===== src/pkg/hrcr_pkg.sv =====
// constants and types of the humidity result and configuration registers
// assumes a single 40 MHz clock domain and a 16-bit register word
package hrcr_pkg;

    // register pointer values
    localparam logic [7:0]  PTR_TEMP     = 8'h00;
    localparam logic [7:0]  PTR_HUM      = 8'h01;
    localparam logic [7:0]  PTR_CFG      = 8'h02;

    // values after reset
    localparam logic [7:0]  PTR_RESET    = 8'h00;
    localparam logic [15:0] CFG_RESET    = 16'h1000;
    localparam logic [15:0] RESULT_RESET = 16'h0000;

    // configuration field positions
    localparam int          CFG_SWRST    = 15;
    localparam int          CFG_RSVD     = 14;
    localparam int          CFG_HEAT     = 13;
    localparam int          CFG_MODE     = 12;
    localparam int          CFG_BATT     = 11;
    localparam int          CFG_TRES     = 10;
    localparam int          CFG_HRES_HI  = 9;
    localparam int          CFG_HRES_LO  = 8;

    // result layout: 14-bit code left aligned in 16 bits
    localparam int          CODE_W       = 14;
    localparam int          RESULT_LSB   = 2;
    localparam logic [1:0]  RESULT_PAD   = 2'h0;
    localparam logic [7:0]  CFG_LOW_PAD  = 8'h00;

    // scaling: percent = word / 2**16 * 100
    localparam int          SCALE_BITS   = 16;
    localparam int          FULL_SCALE   = 100;

    // acquisition sequencer states
    typedef enum logic [1:0]
    {
        ACQ_IDLE = 2'b00,
        ACQ_TEMP = 2'b01,
        ACQ_HUM  = 2'b11
    } hrcr_state_e;

endpackage


===== src/pkg/hrcr_acq_if.sv =====
// signals between register front end and acquisition sequencer
// assumes both ends share clk and rst
`timescale 1ns/1ps
interface hrcr_acq_if
(
    input wire logic clk,
    input wire logic rst
);
    logic        start;
    logic        start_hum;
    logic        seq;
    logic        clr;
    logic        t_res;
    logic [1:0]  h_res;
    logic [15:0] temp_word;
    logic [15:0] hum_word;
    logic        temp_rdy;
    logic        hum_rdy;
    logic        done;

    modport ctl
    (
        input  clk, rst, temp_word, hum_word, temp_rdy, hum_rdy, done,
        output start, start_hum, seq, clr, t_res, h_res
    );
    modport eng
    (
        input  clk, rst, start, start_hum, seq, clr, t_res, h_res,
        output temp_word, hum_word, temp_rdy, hum_rdy, done
    );
endinterface


===== src/hdl/hrcr_acq_engine.sv =====
// acquisition sequencer driving the analog front end, holds results
// assumes one conv_done pulse per conv_start unless aborted
`timescale 1ns/1ps
module hrcr_acq_engine
(
    // towards the register front end
    hrcr_acq_if.eng           acq,
    // analog front end
    output logic              conv_start,
    output logic              conv_hum,
    output logic [1:0]        conv_res,
    output logic              conv_abort,
    input  wire logic         conv_done,
    input  wire logic [13:0]  conv_code
);
    hrcr_pkg::hrcr_state_e state_q;
    logic                  seq_q;
    logic                  temp_end;
    logic                  hum_end;
    logic                  first_hum;

    assign temp_end  = conv_done && (state_q == hrcr_pkg::ACQ_TEMP);
    assign hum_end   = conv_done && (state_q == hrcr_pkg::ACQ_HUM);
    assign first_hum = !acq.seq && acq.start_hum;

    // sequence state
    always_ff @(posedge acq.clk)
    begin
        if (acq.rst || acq.clr)
            state_q <= hrcr_pkg::ACQ_IDLE;
        else if (acq.start)
            state_q <= first_hum ? hrcr_pkg::ACQ_HUM
                                 : hrcr_pkg::ACQ_TEMP;
        else if (conv_done)
        begin
            unique case (state_q)
                hrcr_pkg::ACQ_IDLE: state_q <= hrcr_pkg::ACQ_IDLE;
                hrcr_pkg::ACQ_TEMP: state_q <= seq_q ? hrcr_pkg::ACQ_HUM
                                                     : hrcr_pkg::ACQ_IDLE;
                hrcr_pkg::ACQ_HUM:  state_q <= hrcr_pkg::ACQ_IDLE;
                default:            state_q <= hrcr_pkg::ACQ_IDLE;
            endcase
        end
    end

    // mode latched per trigger
    always_ff @(posedge acq.clk)
    begin
        if (acq.rst)
            seq_q <= 1'b0;
        else if (acq.start)
            seq_q <= acq.seq;
    end

    // front end commands
    always_ff @(posedge acq.clk)
    begin
        if (acq.rst)
        begin
            conv_start <= 1'b0;
            conv_hum   <= 1'b0;
            conv_res   <= 2'h0;
            conv_abort <= 1'b0;
        end
        else
        begin
            conv_start <= (acq.start && !acq.clr) || (temp_end && seq_q);
            conv_abort <= (acq.start || acq.clr)
                          && (state_q != hrcr_pkg::ACQ_IDLE);
            if (acq.start)
            begin
                conv_hum <= first_hum;
                conv_res <= first_hum ? acq.h_res : {1'b0, acq.t_res};
            end
            else if (temp_end && seq_q)
            begin
                conv_hum <= 1'b1;
                conv_res <= acq.h_res;
            end
        end
    end

    // results, always 14 bits left aligned
    always_ff @(posedge acq.clk)
    begin
        if (acq.rst || acq.clr)
        begin
            acq.temp_word <= hrcr_pkg::RESULT_RESET;
            acq.hum_word  <= hrcr_pkg::RESULT_RESET;
        end
        else
        begin
            if (temp_end)
                acq.temp_word <= {conv_code, hrcr_pkg::RESULT_PAD};
            if (hum_end)
                acq.hum_word  <= {conv_code, hrcr_pkg::RESULT_PAD};
        end
    end

    // availability flags, completion wins over a clearing trigger
    always_ff @(posedge acq.clk)
    begin
        if (acq.rst)
        begin
            acq.temp_rdy <= 1'b0;
            acq.hum_rdy  <= 1'b0;
            acq.done     <= 1'b0;
        end
        else
        begin
            acq.temp_rdy <= temp_end || (acq.temp_rdy && !acq.start
                                         && !acq.clr);
            acq.hum_rdy  <= hum_end || (acq.hum_rdy && !acq.start
                                        && !acq.clr);
            acq.done     <= hum_end || (temp_end && !seq_q);
        end
    end

endmodule


===== src/hdl/hrcr_regs.sv =====
// humidity result and configuration/status registers behind the pointer
// assumes serial framing outside delivers pointer bytes and 16-bit words
`timescale 1ns/1ps
// Function
// - humidity result is a 16-bit unsigned binary register
// - two lowest result bits always read zero
// - every humidity result is 14 bits, left aligned
// - percent humidity equals register value over 2^16 times 100
// - humidity field is read-only; writes leave it unchanged
// - pointer value one selects the humidity result
// - pointer value two selects configuration and status
// - writing one to bit 15 starts software reset; bit reads zero
// - mode zero: a trigger acquires temperature or humidity only
// - mode one: a trigger acquires temperature then humidity
// - bit 11 reads one when supply below 2.8 V; writes ignored
// - bit 10 picks temperature resolution: 0 is 14, 1 is 11 bits
// - bits 9:8 pick humidity resolution: 00 14, 01 11, 10 8 bits
// - reading a result not yet available is answered with a NACK
module hrcr_regs
(
    // clock and reset
    input  wire logic         clk,
    input  wire logic         rst,
    // pointer byte received after a write address
    input  wire logic         ptr_wr,
    input  wire logic [7:0]   ptr_byte,
    output logic              ptr_ack,
    // data word received after the pointer
    input  wire logic         wr_stb,
    input  wire logic [15:0]  wr_data,
    output logic              wr_ack,
    // read of the word at the pointer
    input  wire logic         rd_stb,
    output logic              rd_done,
    output logic              rd_ack,
    output logic [15:0]       rd_data,
    // analog front end
    output logic              conv_start,
    output logic              conv_hum,
    output logic [1:0]        conv_res,
    output logic              conv_abort,
    input  wire logic         conv_done,
    input  wire logic [13:0]  conv_code,
    // status and control lines
    input  wire logic         batt_low,
    output logic              heater_en,
    output logic              drdy_n
);
    logic [7:0]   ptr_q;
    logic         heater_q;
    logic         mode_q;
    logic         tres_q;
    logic [1:0]   hres_q;
    logic         drdy_n_q;
    logic         rd_done_q;
    logic         rd_ack_q;
    logic [15:0]  rd_data_q;
    logic         ptr_known;
    logic         trigger;
    logic         cfg_wr;
    logic         sw_reset;
    logic [15:0]  cfg_view;
    logic         rd_ok_d;
    logic [15:0]  rd_data_d;

    hrcr_acq_if acq_bus
    (
        .clk (clk),
        .rst (rst)
    );

    hrcr_acq_engine u_engine
    (
        .acq        (acq_bus),
        .conv_start (conv_start),
        .conv_hum   (conv_hum),
        .conv_res   (conv_res),
        .conv_abort (conv_abort),
        .conv_done  (conv_done),
        .conv_code  (conv_code)
    );

    // pointer decode
    assign ptr_known = (ptr_byte == hrcr_pkg::PTR_TEMP)
                    || (ptr_byte == hrcr_pkg::PTR_HUM)
                    || (ptr_byte == hrcr_pkg::PTR_CFG);
    assign ptr_ack   = ptr_wr && ptr_known;
    assign trigger   = ptr_wr && ((ptr_byte == hrcr_pkg::PTR_TEMP)
                               || (ptr_byte == hrcr_pkg::PTR_HUM));

    // only the configuration word accepts data
    assign cfg_wr    = wr_stb && (ptr_q == hrcr_pkg::PTR_CFG);
    assign wr_ack    = cfg_wr;
    assign sw_reset  = cfg_wr && wr_data[hrcr_pkg::CFG_SWRST];

    // towards the sequencer
    assign acq_bus.start     = trigger && !sw_reset;
    assign acq_bus.start_hum = (ptr_byte == hrcr_pkg::PTR_HUM);
    assign acq_bus.seq       = mode_q;
    assign acq_bus.clr       = sw_reset;
    assign acq_bus.t_res     = tres_q;
    assign acq_bus.h_res     = hres_q;

    // pointer register, kept across reads
    always_ff @(posedge clk)
    begin
        if (rst)
            ptr_q <= hrcr_pkg::PTR_RESET;
        else if (ptr_wr)
            ptr_q <= ptr_byte;
    end

    // configuration fields
    always_ff @(posedge clk)
    begin
        if (rst || sw_reset)
        begin
            heater_q <= hrcr_pkg::CFG_RESET[hrcr_pkg::CFG_HEAT];
            mode_q   <= hrcr_pkg::CFG_RESET[hrcr_pkg::CFG_MODE];
            tres_q   <= hrcr_pkg::CFG_RESET[hrcr_pkg::CFG_TRES];
            hres_q   <= hrcr_pkg::CFG_RESET[hrcr_pkg::CFG_HRES_HI:
                                            hrcr_pkg::CFG_HRES_LO];
        end
        else if (cfg_wr)
        begin
            heater_q <= wr_data[hrcr_pkg::CFG_HEAT];
            mode_q   <= wr_data[hrcr_pkg::CFG_MODE];
            tres_q   <= wr_data[hrcr_pkg::CFG_TRES];
            hres_q   <= wr_data[hrcr_pkg::CFG_HRES_HI:
                                hrcr_pkg::CFG_HRES_LO];
        end
    end

    // configuration readback: reset bit and reserved bits read zero
    always_comb
    begin
        cfg_view                        = hrcr_pkg::RESULT_RESET;
        cfg_view[hrcr_pkg::CFG_SWRST]   = 1'b0;
        cfg_view[hrcr_pkg::CFG_RSVD]    = 1'b0;
        cfg_view[hrcr_pkg::CFG_HEAT]    = heater_q;
        cfg_view[hrcr_pkg::CFG_MODE]    = mode_q;
        cfg_view[hrcr_pkg::CFG_BATT]    = batt_low;
        cfg_view[hrcr_pkg::CFG_TRES]    = tres_q;
        cfg_view[hrcr_pkg::CFG_HRES_HI:hrcr_pkg::CFG_HRES_LO] = hres_q;
        cfg_view[hrcr_pkg::CFG_HRES_LO-1:0] = hrcr_pkg::CFG_LOW_PAD;
    end

    // read select and availability
    always_comb
    begin
        rd_ok_d   = 1'b0;
        rd_data_d = hrcr_pkg::RESULT_RESET;
        unique case (ptr_q)
            hrcr_pkg::PTR_TEMP:
            begin
                rd_ok_d   = acq_bus.temp_rdy;
                rd_data_d = acq_bus.temp_word;
            end
            hrcr_pkg::PTR_HUM:
            begin
                rd_ok_d   = acq_bus.hum_rdy;
                rd_data_d = acq_bus.hum_word;
            end
            hrcr_pkg::PTR_CFG:
            begin
                rd_ok_d   = 1'b1;
                rd_data_d = cfg_view;
            end
            default:
            begin
                rd_ok_d   = 1'b0;
                rd_data_d = hrcr_pkg::RESULT_RESET;
            end
        endcase
    end

    // read answer, one cycle after the strobe
    always_ff @(posedge clk)
    begin
        if (rst)
        begin
            rd_done_q <= 1'b0;
            rd_ack_q  <= 1'b0;
            rd_data_q <= hrcr_pkg::RESULT_RESET;
        end
        else
        begin
            rd_done_q <= rd_stb;
            if (rd_stb)
            begin
                rd_ack_q  <= rd_ok_d;
                rd_data_q <= rd_ok_d ? rd_data_d : hrcr_pkg::RESULT_RESET;
            end
        end
    end

    // data ready line: low from completion to next trigger or software reset
    always_ff @(posedge clk)
    begin
        if (rst || sw_reset)
            drdy_n_q <= 1'b1;
        else if (acq_bus.done)
            drdy_n_q <= 1'b0;
        else if (acq_bus.start)
            drdy_n_q <= 1'b1;
    end

    assign rd_done   = rd_done_q;
    assign rd_ack    = rd_ack_q;
    assign rd_data   = rd_data_q;
    assign heater_en = heater_q;
    assign drdy_n    = drdy_n_q;

endmodule


===== config.mk =====
export PLATFORM = sky130hd
export DESIGN_NAME = hrcr_regs
export DESIGN_NICKNAME = d
export VERILOG_FILES = /design/src/pkg/hrcr_pkg.sv /design/src/pkg/hrcr_acq_if.sv /design/src/hdl/hrcr_acq_engine.sv /design/src/hdl/hrcr_regs.sv
export SDC_FILE = /design/constraint.sdc
export NUM_CORES = 1
export LEC_CHECK = 0
export BUFFER_PORTS_ARGS = -buffer_cell sky130_fd_sc_hd__buf_2
export CAP_MARGIN = 20
export CORE_MARGIN = 1
export CORE_UTILIZATION = 50
export CTS_BUF_LIST = sky130_fd_sc_hd__clkbuf_2 sky130_fd_sc_hd__clkbuf_4 sky130_fd_sc_hd__clkbuf_8
export CTS_CLUSTER_DIAMETER = 200
export DETAILED_ROUTE_END_ITERATION = 6
export HOLD_SLACK_MARGIN = 0.12
export PLACE_DENSITY = 0.75
export REMOVE_ABC_BUFFERS = 1
export SETUP_SLACK_MARGIN = 0.3
export SLEW_MARGIN = 20
export SYNTH_ARGS = -nofsm -noshare
export SYNTH_HDL_FRONTEND = slang
export SYNTH_SLANG_ARGS = --single-unit

===== constraint.sdc =====
create_clock -name clk -period 4.63 [get_ports clk]
set_input_delay 0.6945 -clock clk [delete_from_list [all_inputs] [get_ports clk]]
set_output_delay 0.6945 -clock clk [all_outputs]
set_load 0.03 [all_outputs]

After elaboration in Yosys (flattened, before gate mapping):

Cells that the tools add are included.

* flip-flop bits (word level): 71
* word-level logic and storage cells: 75
* output and inout port bits: 27
* bits of input ports: 45

* reduce and logical (&&, ||, !) cells: 34
* multiplexer cells: 15
* equality and inequality tests: 6

Operators by type and width (count)
* $pmux 16 s3: 1
* $eq 8x1->1 const B: 2
* $eq 8x2->1 const B: 2
* $logic_and 1x1->1: 16
* $logic_not 8->1: 2
* $mux 16: 1
* $mux 2: 8
* $logic_or 1x1->1: 8
* $reduce_bool 2->1: 4
* $logic_not 1->1: 4
* $mux 1: 4
* $pmux 1 s3: 1
* $eq 2x1->1 const B: 1
* $eq 2x2->1 const B: 1

Logic depth before layout (Yosys ltp):

Gate-level depths: netlist (run 1).

* word-level depth: 9
* depth in mapped cells: 7
* mapped depth without buffers: 5

Modules after synthesis:

Synthesis (run 1) repeated with hierarchy kept, for this count alone.

* cell total of the unflattened synthesis: 337
* area total of the unflattened synthesis: 3002.9 um^2

By module, submodules not included
* hrcr_regs: cells an instance 158, area each 1544.0 um^2, times used 1, seq. area each 640.6 um^2
* hrcr_acq_engine: cells an instance 179, area each 1458.9 um^2, times used 1, seq. area each 780.7 um^2

Worst setup path after synthesis (run 1):

Ideal clock, no wire load.

* path kind: input to output
* start point: in ptr_byte[3]
* end point: out ptr_ack
* arrival: 2.103 ns
* path buffers: 0
* slack: 1.833 ns
* stages on the path: 3
* required time: 3.936 ns
* cell sequence: or4_4 or3_4 a21oi_1

* longest elaborated chain between the ends: 4
* elaborated cells on any way between the ends: 6
* those cells by class: eq/ne (2); reduce/logical (4)

RTL lines
* from (decl): RTL line hrcr_regs.sv:26 `input wire logic [7:0] ptr_byte,`
* $eq 8x1->1 / $logic_not 8->1 (equally long branches): RTL line hrcr_regs.sv:85, hrcr_regs.sv:84
* $logic_or 1x1->1: RTL line hrcr_regs.sv:85 `|| (ptr_byte == hrcr_pkg::PTR_HUM)`
* $logic_or 1x1->1 *: RTL line hrcr_regs.sv:86 `|| (ptr_byte == hrcr_pkg::PTR_CFG);`
* $logic_and 1x1->1 *: RTL line hrcr_regs.sv:87 `assign ptr_ack = ptr_wr && ptr_known;`
* to (decl): RTL line hrcr_regs.sv:27 `output logic ptr_ack,`

Every way passes the cells marked *; elsewhere a longest branch is shown, timed or not.

Final worst setup path (run 1):

* start point: reg ptr_q[2]
* end point: out wr_ack

* longest elaborated chain between the ends: 2

RTL lines
* from (decl): RTL line hrcr_regs.sv:49 `logic [7:0] ptr_q;`
* from (signal assigned): RTL line hrcr_regs.sv:108 `ptr_q <= hrcr_pkg::PTR_RESET;`
* from (signal assigned): RTL line hrcr_regs.sv:110 `ptr_q <= ptr_byte;`
* $eq 8x2->1: RTL line hrcr_regs.sv:92 `assign cfg_wr = wr_stb && (ptr_q == hrcr_pkg::PTR_CFG);`
* $logic_and 1x1->1: RTL line hrcr_regs.sv:92
* to (decl): RTL line hrcr_regs.sv:31 `output logic wr_ack,`

Every way passes these cells.

==> results of run 1 <==
## worst min-delay path by stage
| stage | from | end | slack (ns) | cells past startpoint |
|---|---|---|---|---|
| floorplan | u_engine.acq.done$_SDFF_PP0_ | drdy_n$_SDFFE_PP1P_ | 0.40 | 1 |
| global placement | u_engine.acq.done$_SDFF_PP0_ | drdy_n$_SDFFE_PP1P_ | 0.41 | 1 |
| detailed placement | u_engine.acq.done$_SDFF_PP0_ | drdy_n$_SDFFE_PP1P_ | 0.41 | 1 |
| CTS | u_engine.acq.done$_SDFF_PP0_ | drdy_n$_SDFFE_PP1P_ | 0.42 | 1 |
| global route | u_engine.acq.done$_SDFF_PP0_ | drdy_n$_SDFFE_PP1P_ | 0.44 | 1 |
| finish | u_engine.acq.done$_SDFF_PP0_ | drdy_n$_SDFFE_PP1P_ | 0.41 | 1 |
## cell families (layout without fill, tap and decap cells)
| family | Yosys count | count (layout) | share of synthesized area (%) |
|---|---|---|---|
| other | 1 | 2 | 0.138 |
| buffers and inverters | 23 | 78 | 3.96 |
| multiplexers | 21 | 21 | 7.73 |
| AO/OA/AOI/OAI | 69 | 69 | 14.1 |
| flip-flops | 69 | 69 | 50.8 |
| AND/OR/NAND/NOR | 138 | 138 | 23.2 |
## through the flow
step / std cells / worst slack (ns) / power [mW]
2_1_floorplan: 302 / 1.83 / 0.652
4_1_cts: 447 / 1.67 / 1.21
3_5_place_dp: 431 / 1.86 / 0.687
5_1_grt: 447 / 1.53 / 1.24
6_report: 447 / 1.69 / 1.20
3_3_place_gp: 431 / 1.85 / 0.686
## registers in the layout, indices dropped and copies added (netlist names)
| register | flops |
|---|---|
| u_engine.acq.temp_word | 14 |
| rd_data | 14 |
| u_engine.acq.hum_rdy | 1 |
| drdy_n | 1 |
| u_engine.conv_abort | 1 |
| u_engine.conv_start | 1 |
| ptr_q | 8 |
| rd_done | 1 |
| u_engine.acq.temp_rdy | 1 |
| u_engine.conv_res | 2 |
| u_engine.acq.done | 1 |
| acq_bus.h_res | 2 |
| acq_bus.seq | 1 |
| u_engine.seq_q | 1 |
| heater_en | 1 |
| rd_ack | 1 |
| u_engine.conv_hum | 1 |
| u_engine.acq.hum_word | 14 |
| acq_bus.t_res | 1 |
| u_engine.state_q | 2 |
## synth_stat cells, types with 2 or more instances
| master | instances | area [um2] |
|---|---|---|
| nand2_1 | 72 | 270 |
| dfxtp_1 | 69 | 1380 |
| a21oi_1 | 42 | 210 |
| nor2_1 | 31 | 116 |
| mux2i_1 | 21 | 210 |
| o21ai_0 | 14 | 70.1 |
| clkbuf_1 | 10 | 37.5 |
| a22oi_1 | 8 | 60.1 |
| nand3_1 | 5 | 25.0 |
| nor3_1 | 5 | 25.0 |
| buf_2 | 4 | 20.0 |
| nand2b_1 | 4 | 25.0 |
| nor2b_1 | 4 | 25.0 |
| or2_2 | 4 | 25.0 |
| inv_1 | 3 | 11.3 |
| a221oi_1 | 2 | 17.5 |
| and2_1 | 2 | 12.5 |
| buf_1 | 2 | 7.51 |
| buf_4 | 2 | 15.0 |
| nor3_4 | 2 | 32.5 |
| or3_2 | 2 | 15.0 |
## power groups by stage
stage / clock network [mW] / registers [mW] / logic (mW)
after global placement: 0 / 0.620 / 0.0662
after floorplan: 0 / 0.620 / 0.0328
final: 0.526 / 0.606 / 0.0678
after detailed placement: 0 / 0.620 / 0.0672
after CTS: 0.532 / 0.606 / 0.0676
after global routing: 0.558 / 0.607 / 0.0739
## per-layer routing
layer,vias to the layer above,track usage (%),share of wire (%)
met5,-,0,0
met4,0,8.64,1.2
met3,6,5.16,4.7
met2,61,39.3,50
met1,1079,27.1,44
li1,1173,-,-
## area by class of cell
type                       count  share of cell area, %
clock buffer                   9                   3.84
clock inverter                 7                   2.79
inverter                       3                  0.349
multi-input combinational    230                   38.3
sequential                    69                   42.8
tap                           70                   2.71
timing repair buffer          59                   9.15
## worst max-delay path, stage by stage (launching register included)
cell	delay (ns)
dfxtp_1	0.32
or4_2	0.75
nor2_1	0.14
nand3_1	0.36
inv_1	0.13
buf_2	0.21
## layout by cell type, fill, tap and decap left out, drive strengths merged
master	count
or2	4
nor2	32
nand2b	4
a22oi	8
a221oi	2
conb	2
clkbuf	9
inv	3
o21bai	1
mux2i	21
clkinvlp	2
nor4	1
nor3	7
o21ai	14
or4	2
or2b	1
a211o	1
buf	59
and2	2
o211a	1
and3	1
nor2b	4
a21oi	42
or3	3
bufinv	2
nand2	72
nand3	5
dfxtp	69
clkinv	3
==> run_results.csv, run 1 <==
group,metric,value,unit
finish,multi_input_area,1240,um2
power,seq_power_share,50.5,%
clocking,cts_resized,0,
synthesis,ys_types,34,
place,post_dp_cell_area,3010,um2
finish,final_cell_area,3230,um2
clocking,clk_pin_slew_worst_paths,0.07,ns
power,sw_frac_of_total,23.0,%
floorplanning,fp.dieH,75.7,um
global_routing,grt-ovfl-total,0,
timing,fin_tns_setup,0,ns
finish,nNetsFinal,417,
place,port_buffers,59,
finish,drive_gt1_share,23.9,%
timing,rsz0062_at_grt,"no",
critical_path,rr_endpoint,"rd_data[7]$_SDFFE_PP0P_",
place,gp_congestion,0.713,
timing,fin_skew,0.00773,ns
power,p_int,0.924,mW
detailed_routing,ant_nets,0,
detailed_routing,drtIter0Drc,116,
clocking,cts_sinks,69,
floorplanning,pin_count,72,
floorplanning,dieArea,5730,um2
detailed_routing,wire_per_inst,13.6,um
clocking,ctsHtreeMaxLevel,3,
floorplanning,core_region_area,5170,um2
hold_path,holdCritPathClass,"register to register",
power,p_per_area,372,nW/um2
clocking,clk_latency,0.34,ns
run_status,status,"finished clean",
synthesis,async_flop_share,0,%
detailed_routing,first_pass_iters,7,
floorplanning,fp.dieW,75.7,um
synthesis,ys_ff_latch,69,
power,leakage,1.31,nW
timing,slew_headroom,31.8,%
floorplanning,rows,26,
global_routing,grt_pass1_wl,9450,um
finish,syn2layout_area_growth,18.7,%
detailed_routing,post_drt_via_cell_ratio,5.19,
timing,post-route-period-util,63.4,%
timing,min_period,2.94,ns
synthesis,synthCells,321,
global_routing,grt_pass1_vias,2108,
critical_path,end_kind,"output pin",
place,post-dp-hpwl,4040,um
timing,report.final.slew_viol_count,0,
global_routing,grt_max_degree,37,
synthesis,avgSynthCellArea,8.47,um2
power,power_frac_comb,5.6,%
finish,fin_util,62.4,%
timing,setup-violations-final,0,
critical_path,worstSetupEndpoint,"wr_ack",
synthesis,ys.flop_type,"dfxtp_1",
timing,hold_violations,0,
clocking,clock_path_buffers,2,
clocking,cts_root_buffer,"clkbuf_8",
clocking,cts_tree,"built",
finish,diodes,0,
critical_path,path_class,"register to output pin",
flow_run,max_cap_viol_count,0,
critical_path,startpoint,"ptr_q[2]$_SDFFE_PP0P_",
critical_path,arrival,2.24,ns
detailed_routing,wl,6060,um
critical_path,critPathMaxFanout,7,
clocking,cts_hold_buf,0,
power,p_switching,0.276,mW
synthesis,yosysSeqAreaShare,50.8,%
global_routing,antenna_found_initial,0,
critical_path,reg2reg_slack,2.24,ns
critical_path,r2r_start,"ptr_q[2]$_SDFFE_PP0P_",
timing,hold_ws,0.414,ns
critical_path,crit_path_start_kind,"register",
finish,fill_cells,464,
timing,tightest_slew,1.02,ns
floorplanning,start_util,52.5,%
synthesis,synth-warning-count,0,
critical_path,r2r.worst_path.cells,4,
critical_path,cp.required,3.94,ns
power,p_clk_share,43.8,%
finish,seq_area,1380,um2
detailed_routing,vias,2319,
synthesis,synth_edf_count,0,
detailed_routing,remaining_drc_errors,0,
clocking,cts_made_buffers,9,
synthesis,syn_area,2720,um2
clocking,cts_setup_buffers,0,
timing,max_freq,340,MHz
global_routing,grt_usage,22.6,%
power,vdd_ir_drop_max,0.000190,V
No activity file was read; power rests on OpenSTA's default activity.
==> run 2: changes to the inputs <==
- clock period: 4.63 -> 2.9 ns (I/O delays scaled with it)
==> run 2 against run 1 <==
Net effect: core utilization fell by 0.097 points; register-to-register slack got worse by 1.5 ns; total power rose by 47%; via count fell by 0.22%; wire length fell by 4.5%; sequential power rose by 59%; critical path depth did not move; cell area fell by 0.15%.
==> run_results.csv, run 2 (synthesis gave the netlist of run 1 again) <==
group,metric,value,unit
finish,final_common_cell,"nand2_1",
run_status,status,"finished clean",
flow_run,max_cap_viol_count,0,
critical_path,path_class,"register to output pin",
clocking,cts_made_buffers,9,
global_routing,grt_usage,22.4,%
finish,drive_gt1_share,24.1,%
floorplanning,dieArea,5730,um2
detailed_routing,wire_per_inst,12.8,um
place,port_buffers,59,
power,p_per_area,546,nW/um2
critical_path,reg2reg_slack,0.70,ns
critical_path,end_kind,"output pin",
clocking,cts_resized,0,
place,gp_congestion,0.750,
place,post-dp-hpwl,3880,um
hold_path,holdCritPathClass,"input port to register",
detailed_routing,wl,5780,um
critical_path,startpoint,"ptr_q[2]$_SDFFE_PP0P_",
clocking,cts_root_buffer,"clkbuf_8",
floorplanning,core_region_area,5170,um2
timing,tightest_slew,0.694,ns
detailed_routing,first_pass_iters,4,
floorplanning,start_util,52.5,%
place,dp.cells,437,
hold_path,holdPathStages,3,
floorplanning,fp.dieW,75.7,um
timing,max_freq,417,MHz
global_routing,grt_pass1_vias,2055,
global_routing,grt-ovfl-total,0,
detailed_routing,vias,2314,
critical_path,crit_path_start_kind,"register",
finish,syn2layout_area_growth,18.6,%
clocking,clk_latency,0.34,ns
clocking,clock_path_buffers,2,
timing,rsz0062_at_grt,"no",
critical_path,r2r.worst_path.cells,4,
power,vdd_ir_drop_max,0.000253,V
critical_path,arrival,1.96,ns
critical_path,cp.required,2.47,ns
clocking,cts_setup_buffers,0,
timing,report.final.slew_viol_count,0,
detailed_routing,drtIter0Drc,138,
global_routing,grt_max_degree,37,
global_routing,antenna_found_initial,0,
finish,fill_cells,467,
clocking,cts_hold_buf,0,
floorplanning,pin_count,72,
timing,hold_violations,0,
power,leakage,1.33,nW
critical_path,r2r_start,"ptr_q[2]$_SDFFE_PP0P_",
finish,nNetsFinal,423,
clocking,ctsHtreeMaxLevel,3,
global_routing,grt_pass1_wl,9260,um
timing,setup-violations-final,0,
timing,hold_ws,0.332,ns
detailed_routing,ant_nets,0,
timing,slew_headroom,53.7,%
timing,fin_skew,0.00529,ns
clocking,cts_sinks,69,
timing,fin_tns_setup,0,ns
clocking,cts_tree,"built",
floorplanning,fp.dieH,75.7,um
timing,min_period,2.40,ns
critical_path,rr_endpoint,"drdy_n$_SDFFE_PP1P_",
critical_path,worstSetupEndpoint,"wr_ack",
finish,diodes,0,
floorplanning,rows,26,
critical_path,critPathMaxFanout,4,
clocking,clk_pin_slew_worst_paths,0.06,ns
detailed_routing,post_drt_via_cell_ratio,5.13,
finish,final_cell_mix,"nand2_1 (72), dfxtp_1 (69), buf_2 (59), a21oi_1 (42), nor2_1 (31)",
detailed_routing,remaining_drc_errors,0,
timing,post-route-period-util,82.7,%
finish,fin_cells,451,
[run 2: cell types whose count changed in the layout (fill, tap and decap cells not counted)]
cell	before	now
clkbuf_4	0	1
bufinv_16	2	0
clkinvlp_4	2	0
nor2_2	3	1
clkinv_2	3	2
clkbuf_8	9	11
nor2_1	29	31
buf_4	0	6
[run 2: worst max-delay path: stages (launching register included)]
cell and delay (ns):
dfxtp_1 0.31, or4_2 0.74, nor2_1 0.14, nand3_1 0.15, inv_1 0.09, buf_2 0.19
[run 2: routing by layer]
layer  up-vias  share of wire [%]  global-route usage, %
met5         -                  0                      0
met4         0                2.4                   12.6
met3        12                5.9                   5.56
met2        61                 47                   34.8
met1      1056                 44                   28.5
li1       1185                  -                      -
[run 2: cell type report]
cell class	count	area (um2)	share of cell area [%]
sequential	69	1380	42.9
inverter	3	11.3	0.350
clock inverter	2	10.0	0.311
timing repair buffer	65	340	10.6
tap	70	87.6	2.72
multi-input combinational	230	1230	38.3
clock buffer	12	159	4.93
[run 2: power by group]
group	leakage [nW]	total [mW]	switching, mW	internal (mW)
Combinational	0.677	0.115	0.0695	0.0456
Sequential	0.558	0.966	0.00887	0.957
Clock	0.0915	0.679	0.325	0.354
Total	1.33	1.76	0.403	1.36
[run 2: worst min path at each step]
stage               slack, ns                          from                               endpoint
finish                   0.33                    wr_data[8]          acq_bus.h_res[0]$_SDFFE_PP0N_
global route             0.34                  conv_code[5]  u_engine.acq.hum_word[7]$_SDFFE_PP0P_
CTS                      0.33                    wr_data[8]          acq_bus.h_res[0]$_SDFFE_PP0N_
detailed placement       0.41  u_engine.acq.done$_SDFF_PP0_                    drdy_n$_SDFFE_PP1P_
global placement         0.41  u_engine.acq.done$_SDFF_PP0_                    drdy_n$_SDFFE_PP1P_
floorplan                0.40  u_engine.acq.done$_SDFF_PP0_                    drdy_n$_SDFFE_PP1P_
[run 2: metrics by stage]
step / utilization, % / area, um2 / setup slack (ns) / power (mW)
after global routing: 62.3 / 3220 / 0.388 / 1.83
final: 62.3 / 3220 / 0.502 / 1.76
after CTS: 62.3 / 3220 / 0.475 / 1.78
after detailed placement: 59.0 / 3050 / 0.492 / 1.10
after global placement: 59.0 / 3050 / 0.521 / 1.10
after floorplan: - / 2630 / 0.622 / 1.04
